==> config.mk <==
export PLATFORM = sky130hd
export DESIGN_NAME = tcs_unit
export DESIGN_NICKNAME = d
export VERILOG_FILES = /design/src/core/tcs_pkg.sv /design/src/core/tcs_unit.sv
export VERILOG_INCLUDE_DIRS = /design/src /design/src/core
export SDC_FILE = /design/constraint.sdc
export NUM_CORES = 1
export LEC_CHECK = 0
export CORE_ASPECT_RATIO = 1.5
export CORE_MARGIN = 4
export CORE_UTILIZATION = 44
export CTS_CLUSTER_DIAMETER = 100
export CTS_CLUSTER_SIZE = 40
export DETAILED_ROUTE_END_ITERATION = 7
export DONT_BUFFER_PORTS = 1
export GPL_ROUTABILITY_DRIVEN = 0
export GPL_TIMING_DRIVEN = 0
export HOLD_SLACK_MARGIN = 0.1
export PLACE_DENSITY = 0.66
export REMOVE_ABC_BUFFERS = 1
export SKIP_CTS_REPAIR_TIMING = 1
export SYNTH_ARGS = -nofsm -noshare
export SYNTH_HDL_FRONTEND = slang
export SYNTH_SLANG_ARGS = --single-unit
==> constraint.sdc <==
create_clock -name clk_sys -period 2.68 [get_ports clk_sys]
set_input_delay 0.536 -clock clk_sys [delete_from_list [all_inputs] [get_ports clk_sys]]
set_output_delay 0.536 -clock clk_sys [all_outputs]
set_load 0.02 [all_outputs]
==> src/core/tcs_defines.svh <==
// Timing counts and encodings for the tape unit command and status block.
// Assumes a 50 MHz system clock; included by bare name.
`ifndef TCS_DEFINES_SVH
`define TCS_DEFINES_SVH
`define TCS_CLK_HZ          50000000
`define TCS_START_US        4500
`define TCS_STOP_US         4200
`define TCS_START_CYC       ((`TCS_START_US * (`TCS_CLK_HZ / 1000000)))
`define TCS_STOP_CYC        ((`TCS_STOP_US * (`TCS_CLK_HZ / 1000000)))
`define TCS_RATE_HI_HZ      50000
`define TCS_RATE_LO_HZ      18000
`define TCS_RATE_FAST_HZ    24000
`define TCS_RATE_EXT_HZ     72000
`define TCS_DIV_HI          (`TCS_CLK_HZ / `TCS_RATE_HI_HZ)
`define TCS_DIV_LO          (`TCS_CLK_HZ / `TCS_RATE_LO_HZ)
`define TCS_DIV_FAST        (`TCS_CLK_HZ / `TCS_RATE_FAST_HZ)
`define TCS_DIV_EXT         (`TCS_CLK_HZ / `TCS_RATE_EXT_HZ)
`define TCS_MIN_GROUP       7
`define TCS_DEN_LO          2'h0
`define TCS_DEN_HI          2'h1
`define TCS_DEN_EXT         2'h2
`endif

==> src/core/tcs_pkg.sv <==
// Types for the tape unit command and status block.
// Used by the single design module; holds no constants.
package tcs_pkg;
   typedef enum logic [2:0] {
      OP_READ, OP_WRITE, OP_ERASE, OP_BACKSPACE, OP_REWIND
   } tcs_order_t;

   typedef struct packed {
      tcs_order_t          order;
      logic                backward;
      logic                binary_mode;
   } tcs_cmd_t;

   typedef struct packed {
      logic       valid;
      logic [5:0] data;
   } tcs_char_t;
endpackage

==> src/core/tcs_unit.sv <==
// Command acceptance, timing and panel logic of one tape transport.
// Assumes the controller addresses this unit alone while issuing, and that
// panel switches and mechanism sense lines are asynchronous pins.
//
// Behaviour
// [RULE1] Accept read, write, erase, backspace, rewind orders.
// [RULE2] Any six-bit character passes unrestricted.
// [RULE3] Each transfer uses code or binary mode.
// [RULE4] Write and erase only moving forward.
// [RULE5] Read forward or backward as ordered.
// [RULE6] Controller instructs only one unit at once.
// [RULE7] Two switch-selected densities, 555.5 or 200.
// [RULE8] Character clock 50k high, 18k low, 24k fast.
// [RULE9] A character group holds at least seven; shorter groups are still written or read and flagged on group_short.
// [RULE10] Start delay 4.5 ms before first character.
// [RULE11] Stop delay 4.2 ms before next instruction.
// [RULE12] Local removes host control, lights local lamp.
// [RULE13] Remote gives host control, lights remote lamp.
// [RULE14] Unload only in local status.
// [RULE15] Rewind to load point only in local.
// [RULE16] Load only in local status.
// [RULE17] Write permit only with write ring.
// [RULE18] Density lamps show low or high.
// [RULE19] Extended variant adds 800 at 72k.
// [RULE20] In local, not ready and ignore orders.
`timescale 1ns/100ps
`default_nettype none
`include "tcs_defines.svh"

module tcs_unit
#(
   parameter int START_CYC = `TCS_START_CYC,
   parameter int STOP_CYC  = `TCS_STOP_CYC,
   parameter bit FAST_VARIANT = 1'b0,
   parameter bit EXT_VARIANT  = 1'b0
)
(
   // Clock and reset
   input  wire logic             clk_sys,
   input  wire logic             nrst,
   // Controller order port
   input  wire logic             cmd_valid,
   output logic                  cmd_ready,
   input  wire tcs_pkg::tcs_cmd_t cmd,
   output logic                  cmd_reject,
   output logic                  unit_ready,
   output logic                  busy,
   // Character stream
   input  wire tcs_pkg::tcs_char_t wr_char,
   output logic                  wr_take,
   input  wire logic             wr_last,
   output tcs_pkg::tcs_char_t    rd_char,
   input  wire logic [5:0]       head_rd_data,
   output logic [5:0]            head_wr_data,
   output logic                  head_wr_en,
   output logic                  head_erase_en,
   output logic                  binary_mode,
   output logic                  group_short,
   // Mechanism
   output logic                  motion_fwd,
   output logic                  motion_rev,
   output logic                  mech_load,
   output logic                  mech_unload,
   input  wire logic             at_load_point_pin,
   input  wire logic             end_of_tape_pin,
   input  wire logic             unload_done_pin,
   input  wire logic             load_done_pin,
   input  wire logic             gap_pin,
   // Operator panel
   input  wire logic             sw_local_pin,
   input  wire logic             sw_remote_pin,
   input  wire logic             sw_high_pin,
   input  wire logic             sw_low_pin,
   input  wire logic             sw_800_pin,
   input  wire logic             sw_unload_pin,
   input  wire logic             sw_rewind_pin,
   input  wire logic             sw_load_pin,
   input  wire logic             ring_pin,
   output logic                  lamp_local,
   output logic                  lamp_remote,
   output logic                  lamp_low,
   output logic                  lamp_high,
   output logic                  lamp_800,
   output logic                  write_permit,
   output logic                  char_tick
);

   // ------------------------------------------------------------
   // Pin synchronisers
   // ------------------------------------------------------------
   localparam int NPIN = 14;
   logic [NPIN-1:0] pin_raw;
   logic [NPIN-1:0] pin_m_q;
   logic [NPIN-1:0] pin_q;
   logic [NPIN-1:0] pin_prev_q;
   logic [NPIN-1:0] pin_rise;

   assign pin_raw = {sw_local_pin, sw_remote_pin, sw_high_pin, sw_low_pin, sw_800_pin,
                     sw_unload_pin, sw_rewind_pin, sw_load_pin, ring_pin,
                     at_load_point_pin, end_of_tape_pin, unload_done_pin,
                     load_done_pin, gap_pin};

   always_ff @(posedge clk_sys or negedge nrst)
   begin
      if (!nrst)
      begin
         pin_m_q    <= '0;
         pin_q      <= '0;
         pin_prev_q <= '0;
      end
      else
      begin
         pin_m_q    <= pin_raw;
         pin_q      <= pin_m_q;
         pin_prev_q <= pin_q;
      end
   end

   assign pin_rise = pin_q & ~pin_prev_q;

   logic p_local, p_remote, p_high, p_low, p_800, p_unload, p_rewind, p_load;
   logic s_ring, s_bot, s_eot, s_unl_done, s_load_done, s_gap;
   assign {p_local, p_remote, p_high, p_low, p_800, p_unload, p_rewind, p_load} =
          pin_rise[13:6];
   assign {s_ring, s_bot, s_eot, s_unl_done, s_load_done, s_gap} = pin_q[5:0];

   // ------------------------------------------------------------
   // Local / remote status and density selection
   // ------------------------------------------------------------
   logic       local_q;
   logic [1:0] density_q;

   always_ff @(posedge clk_sys or negedge nrst)
   begin
      if (!nrst)
         local_q <= 1'b1;
      else if (p_local)
         local_q <= 1'b1;                                   // see [RULE12]
      else if (p_remote)
         local_q <= 1'b0;                                   // see [RULE13]
   end

   // Density may only change while the transport is idle, so a group is
   // never written at two densities.
   always_ff @(posedge clk_sys or negedge nrst)
   begin
      if (!nrst)
         density_q <= `TCS_DEN_LO;
      else if (!busy)
      begin
         if (FAST_VARIANT)
            density_q <= `TCS_DEN_LO;                       // see [RULE8]
         else if (p_800 && EXT_VARIANT)
            density_q <= `TCS_DEN_EXT;                      // see [RULE19]
         else if (p_high)
            density_q <= `TCS_DEN_HI;                       // see [RULE7]
         else if (p_low)
            density_q <= `TCS_DEN_LO;                       // see [RULE7]
      end
   end

   always_ff @(posedge clk_sys or negedge nrst)
   begin
      if (!nrst)
      begin
         lamp_local   <= 1'b1;
         lamp_remote  <= 1'b0;
         lamp_low     <= 1'b1;
         lamp_high    <= 1'b0;
         lamp_800     <= 1'b0;
         write_permit <= 1'b0;
      end
      else
      begin
         lamp_local   <= local_q;                           // see [RULE12]
         lamp_remote  <= !local_q;                          // see [RULE13]
         lamp_low     <= (density_q == `TCS_DEN_LO);        // see [RULE18]
         lamp_high    <= (density_q == `TCS_DEN_HI);        // see [RULE18]
         lamp_800     <= (density_q == `TCS_DEN_EXT);       // see [RULE19]
         write_permit <= s_ring;                            // see [RULE17]
      end
   end

   // ------------------------------------------------------------
   // Character clock
   // ------------------------------------------------------------
   logic [11:0] div_q;
   logic [11:0] div_top;

   always_comb
   begin
      unique case (density_q)
         `TCS_DEN_HI:  div_top = 12'(`TCS_DIV_HI - 1);
         `TCS_DEN_EXT: div_top = 12'(`TCS_DIV_EXT - 1);
         default:      div_top = FAST_VARIANT ? 12'(`TCS_DIV_FAST - 1)
                                              : 12'(`TCS_DIV_LO - 1);
      endcase
   end

   always_ff @(posedge clk_sys or negedge nrst)
   begin
      if (!nrst)
         div_q <= 12'h000;
      else if (div_q >= div_top)
         div_q <= 12'h000;
      else
         div_q <= div_q + 12'h001;
   end

   assign char_tick = (div_q == 12'h000);                   // see [RULE8]

   // ------------------------------------------------------------
   // Order sequencer
   // ------------------------------------------------------------
   typedef enum logic [2:0] {
      ST_IDLE, ST_START, ST_XFER, ST_STOP, ST_REWIND, ST_LOAD, ST_UNLOAD
   } tcs_state_t;

   tcs_state_t         state_q;
   tcs_pkg::tcs_cmd_t  cur_q;
   logic [17:0]        tmr_q;
   logic [15:0]        count_q;
   logic               cmd_ok;

   // Orders are not taken in local status, nor before the local lamp is out.
   assign unit_ready = !local_q && !lamp_local && (state_q == ST_IDLE); // see [RULE20]
   assign cmd_ready  = unit_ready;
   assign busy       = (state_q != ST_IDLE);

   // Writing needs the ring; write and erase cannot run backward.
   function automatic logic order_legal(tcs_pkg::tcs_cmd_t c, logic ring);
      logic ok;
      ok = 1'b1;
      if ((c.order == tcs_pkg::OP_WRITE || c.order == tcs_pkg::OP_ERASE) && c.backward)
         ok = 1'b0;                                         // see [RULE4]
      if (c.order == tcs_pkg::OP_WRITE && !ring)
         ok = 1'b0;                                         // see [RULE17]
      if (c.order == tcs_pkg::OP_BACKSPACE && !c.backward)
         ok = 1'b1;
      return ok;
   endfunction

   assign cmd_ok = order_legal(cmd, s_ring);

   always_ff @(posedge clk_sys or negedge nrst)
   begin
      if (!nrst)
      begin
         state_q    <= ST_IDLE;
         cur_q      <= '0;
         tmr_q      <= 18'h00000;
         cmd_reject <= 1'b0;
      end
      else
      begin
         cmd_reject <= 1'b0;
         unique case (state_q)
            ST_IDLE:
            begin
               if (cmd_valid && unit_ready)                 // see [RULE1]
               begin
                  if (!cmd_ok)
                     cmd_reject <= 1'b1;
                  else if (cmd.order == tcs_pkg::OP_REWIND)
                     state_q <= ST_REWIND;
                  else
                  begin
                     cur_q   <= cmd;
                     tmr_q   <= 18'(START_CYC - 1);
                     state_q <= ST_START;
                  end
               end
               else if (local_q && p_rewind)
                  state_q <= ST_REWIND;                     // see [RULE15]
               else if (local_q && p_load)
                  state_q <= ST_LOAD;                       // see [RULE16]
               else if (local_q && p_unload)
                  state_q <= ST_UNLOAD;                     // see [RULE14]
            end
            ST_START:
            begin
               if (tmr_q == 18'h00000)
                  state_q <= ST_XFER;                       // see [RULE10]
               else
                  tmr_q <= tmr_q - 18'h00001;
            end
            ST_XFER:
            begin
               if (s_eot || (cur_q.order == tcs_pkg::OP_WRITE ? (wr_take && wr_last)
                                                               : s_gap))
               begin
                  tmr_q   <= 18'(STOP_CYC - 1);
                  state_q <= ST_STOP;
               end
            end
            ST_STOP:
            begin
               if (tmr_q == 18'h00000)
                  state_q <= ST_IDLE;                       // see [RULE11]
               else
                  tmr_q <= tmr_q - 18'h00001;
            end
            ST_REWIND:
               if (s_bot)
                  state_q <= ST_IDLE;
            ST_LOAD:
               if (s_load_done)
                  state_q <= ST_IDLE;
            ST_UNLOAD:
               if (s_unl_done)
                  state_q <= ST_IDLE;
         endcase
      end
   end

   // ------------------------------------------------------------
   // Motion and head drive
   // ------------------------------------------------------------
   logic xfer;
   assign xfer = (state_q == ST_XFER);
   assign wr_take = xfer && cur_q.order == tcs_pkg::OP_WRITE && char_tick && wr_char.valid;

   always_ff @(posedge clk_sys or negedge nrst)
   begin
      if (!nrst)
      begin
         motion_fwd    <= 1'b0;
         motion_rev    <= 1'b0;
         mech_load     <= 1'b0;
         mech_unload   <= 1'b0;
         head_wr_en    <= 1'b0;
         head_erase_en <= 1'b0;
         binary_mode   <= 1'b0;
      end
      else
      begin
         motion_fwd    <= (state_q == ST_START || xfer) && !cur_q.backward; // see [RULE5]
         motion_rev    <= ((state_q == ST_START || xfer) && cur_q.backward)
                          || state_q == ST_REWIND || state_q == ST_UNLOAD;
         mech_load     <= (state_q == ST_LOAD);
         mech_unload   <= (state_q == ST_UNLOAD);
         head_wr_en    <= xfer && cur_q.order == tcs_pkg::OP_WRITE
                          && !cur_q.backward && s_ring;     // see [RULE4]
         head_erase_en <= xfer && cur_q.order == tcs_pkg::OP_ERASE
                          && !cur_q.backward;               // see [RULE4]
         binary_mode   <= cur_q.binary_mode;                // see [RULE3]
      end
   end

   // ------------------------------------------------------------
   // Character path and group length check
   // ------------------------------------------------------------
   always_ff @(posedge clk_sys or negedge nrst)
   begin
      if (!nrst)
      begin
         head_wr_data <= 6'h00;
         rd_char      <= '0;
         count_q      <= 16'h0000;
         group_short  <= 1'b0;
      end
      else
      begin
         rd_char.valid <= 1'b0;
         if (state_q == ST_START)
            count_q <= 16'h0000;
         if (wr_take)
         begin
            head_wr_data <= wr_char.data;                   // see [RULE2]
            count_q      <= count_q + 16'h0001;
         end
         if (xfer && cur_q.order == tcs_pkg::OP_READ && char_tick && !s_gap)
         begin
            rd_char.valid <= 1'b1;
            rd_char.data  <= head_rd_data;                  // see [RULE2]
            count_q       <= count_q + 16'h0001;
         end
         // Flag groups under the minimum length when the group closes.
         if (state_q == ST_STOP && tmr_q == 18'(STOP_CYC - 1))
            group_short <= (cur_q.order == tcs_pkg::OP_WRITE || cur_q.order == tcs_pkg::OP_READ)
                           && count_q < 16'(`TCS_MIN_GROUP); // see [RULE9]
      end
   end

endmodule

`default_nettype wire

-- Word level (Yosys, flattened, before mapping)
Index checks and enable logic that the tools add are counted.
W data, S select, Z words.
- mux-type cells: 36
- add/subtract/negate cells: 3
- reduce and logical (&&, ||, !) cells: 51
- $lt $le $gt $ge: 2
- eq/ne operators: 27
- bitwise operators: 4
- operator list (kind ; number):
    $mux W18 ; 5
    $pmux W18 S3 ; 1
    $mux W16 ; 3
    $mux W3 ; 12
    $logic_and A1 B1 Y1 ; 24
    $pmux W12 S2 ; 1
    $pmux W3 S7 ; 1
    $eq A18 B18 Y1 const B ; 1
    $logic_not A18 Y1 ; 1
    $sub A18 B1 Y18 const B ; 1
    $add A16 B1 Y16 const B ; 1
    $lt A16 B3 Y1 const B ; 1
    $ne A2 B2 Y1 const B ; 8
    $eq A3 B2 Y1 const B ; 5
    $and A14 B14 Y14 ; 1
    $not A14 Y14 ; 1
    $add A12 B1 Y12 const B ; 1
    $eq A3 B3 Y1 const B ; 4
    $ge A12 B12 Y1 ; 1
    $logic_not A12 Y1 ; 1
    $mux W12 ; 1
    $eq A3 B1 Y1 const B ; 3
    $mux W1 ; 9
    $reduce_bool A3 Y1 ; 3
    18 further kinds ; 33
- register bits after elaboration: 127
- logic and storage cells: 153

-- Depth between registers and ports, before layout
- depth in word-level cells: 9
- gate-level depth with buffers: 9

-- Worst setup path after synthesis
Ideal clock, no wire load.
- kind: flip-flop to output port
- start point: register state_q[2]
- end point: output unit_ready
- required time: 2.144 ns
- slack: 0.423 ns
- arrival time: 1.721 ns
- stages on the path, launching flop included: 5
- path through: dfrtp_1 nor3_2 inv_1 nor3_1 buf_4
- longest elaborated chain between the ends: 2
- ends and longest elaborated chain (what ; RTL line ; RTL):
    start: declaration ; tcs_unit.sv:219 ; tcs_state_t state_q;
    start signal: assignment ; tcs_unit.sv:249 ; state_q <= ST_IDLE;
    start signal: assignment ; tcs_unit.sv:265 ; state_q <= ST_REWIND;
    start signal: assignment ; tcs_unit.sv:270 ; state_q <= ST_START;
    $logic_not A3 Y1 ; tcs_unit.sv:226 ; assign unit_ready = !local_q && !lamp_local && (state_q == ST_IDLE);
    $logic_and A1 B1 Y1 ; tcs_unit.sv:226 ;
    end: declaration ; tcs_unit.sv:46 ; output logic unit_ready,
Every way passes these cells.

-- Final worst setup path
- start point: register state_q[1]
- end point: output cmd_ready
- longest elaborated chain between the ends: 2
- ends and longest elaborated chain (what ; RTL line ; RTL):
    $logic_not A3 Y1 ; tcs_unit.sv:226 ;
    $logic_and A1 B1 Y1 ; tcs_unit.sv:226 ;
    end: declaration ; tcs_unit.sv:43 ; output logic cmd_ready,
Every way passes these cells.

==> results.py <==
metrics = {
    "sta": {
        "whs_ps": -179,
        "setup_viol": 0,
        "tns_ps": 0,
        "worst_slew_pin_slew_ps": 868,
        "post-route-period-util_pct": 96.3,
        "max_freq_ghz": 0.387,
        "min_period_ps": 2580,
        "skew_ps": 8.03,
        "hold_violations": 113,
        "slew_headroom_pct": 41.7,
        "slew_violations": 0,
        "rsz0062_at_grt": "no",
    },
    "cts": {
        "ctsLongestPathBuffers": 2,
        "cts.clk_slew.worst_paths_ps": 60,
        "worstSkewPairLatency_ps": 400,
        "cts-root-buf": "clkbuf_16",
        "clock-sinks": 116,
        "cts_made_buffers": 17,
        "cts_tree": "done",
        "htreeDepth": 4,
    },
    "synthesis": {
        "yosysWarnings": 0,
        "ys_async_sr_fraction_pct": 100,
        "ys_ff_latch": 116,
        "synthDistinctLibCells": 68,
        "synth-main-ff-cell": "dfrtp_1",
        "netlist_instances": 486,
        "synth.yosys.seq_area_share_pct": 55.3,
        "syn_area_per_cell_sq_um": 10.8,
        "syn_area_sq_mm": 0.00526,
        "synth_edf_count": 0,
    },
    "floorplan": {
        "die_width_microns": 97.2,
        "ios": 69,
        "core_area_sq_mm": 0.0116,
        "die_y_microns": 142,
        "die-area_sq_mm": 0.0138,
        "start_util_pct": 45.3,
        "std_cell_rows": 48,
    },
    "critical_path": {
        "cp_data_required_time_ps": 2140,
        "cp_slowest_stage_delay_ps": 530,
        "path_max_fanout": 16,
        "crit_chain": "nor3_4 -> clkinvlp_4 -> nor3_4",
        "worstSetupPathType": "flip-flop to output port",
        "worstSetupStartpointType": "flip-flop",
        "end_kind": "output port",
        "critical-path-slowest-cell": "dfrtp_2",
        "critical_path_arrival_ps": 2050,
        "path_common_cell": "nor3_4",
    },
    "cells_and_area": {
        "syn2layout_area_growth_pct": 13.9,
        "final_nets": 541,
        "design_area_sq_mm": 0.00598,
        "layout-drive-gt1-share_pct": 15.1,
        "antennaDiodeCount": 0,
    },
    "route": {
        "routed_wl_microns": 11400,
        "drc": 0,
        "vias": 3777,
        "ant_nets": 0,
        "vias_per_cell": 5.78,
        "drt-wirelength-per-cell_microns": 17.4,
        "drtIter0Drc": 223,
        "firstDrtPassIters": 5,
    },
    "hold_path": {
        "min_path_type": "input port to asynchronous set/reset pin",
    },
    "grt": {
        "grt.total_usage_pct": 17.0,
        "antenna_found_initial": 0,
        "grt_pass1_vias": 3782,
        "grt-ovfl-total": 0,
        "grt_first_pass_wirelength_microns": 18600,
        "grt_max_degree": 117,
    },
    "outcome": {
        "status": "finished with violations",
        "violations": "hold timing",
    },
    "power": {
        "p_leak_nw": 2.72,
        "cellPowerDensity_mw_per_mm2": 945,
        "ir_drop_mv": 0.533,
    },
    "placed_design": {
        "dp_hpwl_microns": 7710,
        "dpl_cell_area_sq_mm": 0.00536,
        "portBuffers": 0,
    },
    "flow_run": {
        "max-cap-violations": 0,
    },
}
sequential cells by signal, summed over array words and instances, names as in the netlist, 3 cells and up:
signal / cells
div_q: 12
state_q: 3
pin_m_q: 13
rd_char: 7
pin_q: 13
cur_q: 5
pin_prev_q: 8
tmr_q: 18
head_wr_data: 6
count_q: 16
Yosys cell counts, types with 7 or more instances:
| library cell | count | area share (%) |
|---|---|---|
| a21o_1 | 8 | 1.1 |
| a21oi_1 | 21 | 2.0 |
| a31oi_1 | 9 | 1.1 |
| and3_1 | 13 | 1.5 |
| and4_1 | 7 | 1.2 |
| clkbuf_1 | 7 | 0.50 |
| dfrtp_1 | 113 | 54 |
| ha_1 | 14 | 3.3 |
| inv_1 | 12 | 0.86 |
| mux2_2 | 16 | 3.4 |
| nand2_1 | 49 | 3.5 |
| nand3_1 | 17 | 1.6 |
| nand4_1 | 11 | 1.3 |
| nor2_1 | 31 | 2.2 |
| nor2b_1 | 7 | 0.83 |
| nor3_1 | 12 | 1.1 |
| nor4_1 | 8 | 0.95 |
| o21ai_0 | 21 | 2.0 |
| o21ai_1 | 14 | 1.3 |
| xor2_1 | 8 | 1.3 |
worst max-delay path, delay by kind of cell, from the launching register on:
family / cells / cell delay (ps)
and+or+nand+nor: 2 / 810
DFF: 1 / 530
buffers and inverters: 1 / 300
where the power goes:
part,internal (mW),switching (mW)
combinational,0.476,0.730
clock,1.29,0.778
sequential,1.99,0.388
final cells by class:
type	instances	area, sq um
Inverter	13	52.6
Clock buffer	19	443
Timing Repair Buffer	3	22.5
Tap cell	150	188
Fill cell	1013	5610
Multi-Input combinational cell	340	2250
Sequential cell	116	2910
Clock inverter	13	113
worst paths after layout:
check	startpoint	to	slack, ps	depth (start not counted)
worst max-delay path	state_q[1]	cmd_ready	100	3
worst min-delay path	nrst	head_wr_data[4]	-180	0
worst max register to register	div_q[0]	tmr_q[12]	240	8
worst min register to register	pin_m_q[2]	pin_q[2]	340	0
max in group asynchronous	nrst	lamp_low	2610	0
min in group clk_sys	load_done_pin	pin_m_q[1]	160	0
metal layers:
metal	share of wire, %	global-route usage, %	vias up
met1	40	19.7	1870
met4	1.9	7.15	0
li1	-	-	1778
met5	0	0	-
met2	52	28.9	107
met3	5.6	5.66	22
cell usage in the layout, fill, tap and decap left out, drive strengths merged, types with 4 or more instances in the layout:
master	netlist	final
a21o	8	8
a21oi	22	22
a31oi	9	9
and3	13	13
and4	7	7
clkbuf	7	19
clkinv	0	6
clkinvlp	0	7
dfrtp	113	113
ha	14	14
inv	13	12
mux2	17	17
mux2i	5	5
nand2	49	49
nand2b	5	5
nand3	17	17
nand4	11	11
nand4b	4	4
nor2	31	31
nor2b	7	7
nor3	13	13
nor4	10	10
o21ai	36	36
xnor2	5	5
xor2	8	8
per-stage QoR:
stage          setup slack (ps)  instances  util (%)  power (mW)
3_5_place_dp               -207        619      46.2        3.52
6_report                   98.3        654      51.6        5.65
3_3_place_gp               -188        619      46.2        3.47
4_1_cts                    -655        651      51.0        5.61
2_1_floorplan               130        469         -        3.16
5_1_grt                    17.1        654      51.6        5.94
cell families after synthesis:
family | after synthesis | share of synthesized area (%)
and+or+nand+nor | 190 | 20.0
DFF | 116 | 55.3
AOI/OAI and AO/OA | 100 | 12.0
buffers and inverters | 30 | 2.55
muxes | 22 | 4.60
adders and majority gates | 14 | 3.33
xor gates and xnor gates | 13 | 2.17
other | 1 | 0.0714
(Power assumes the default switching activity.)
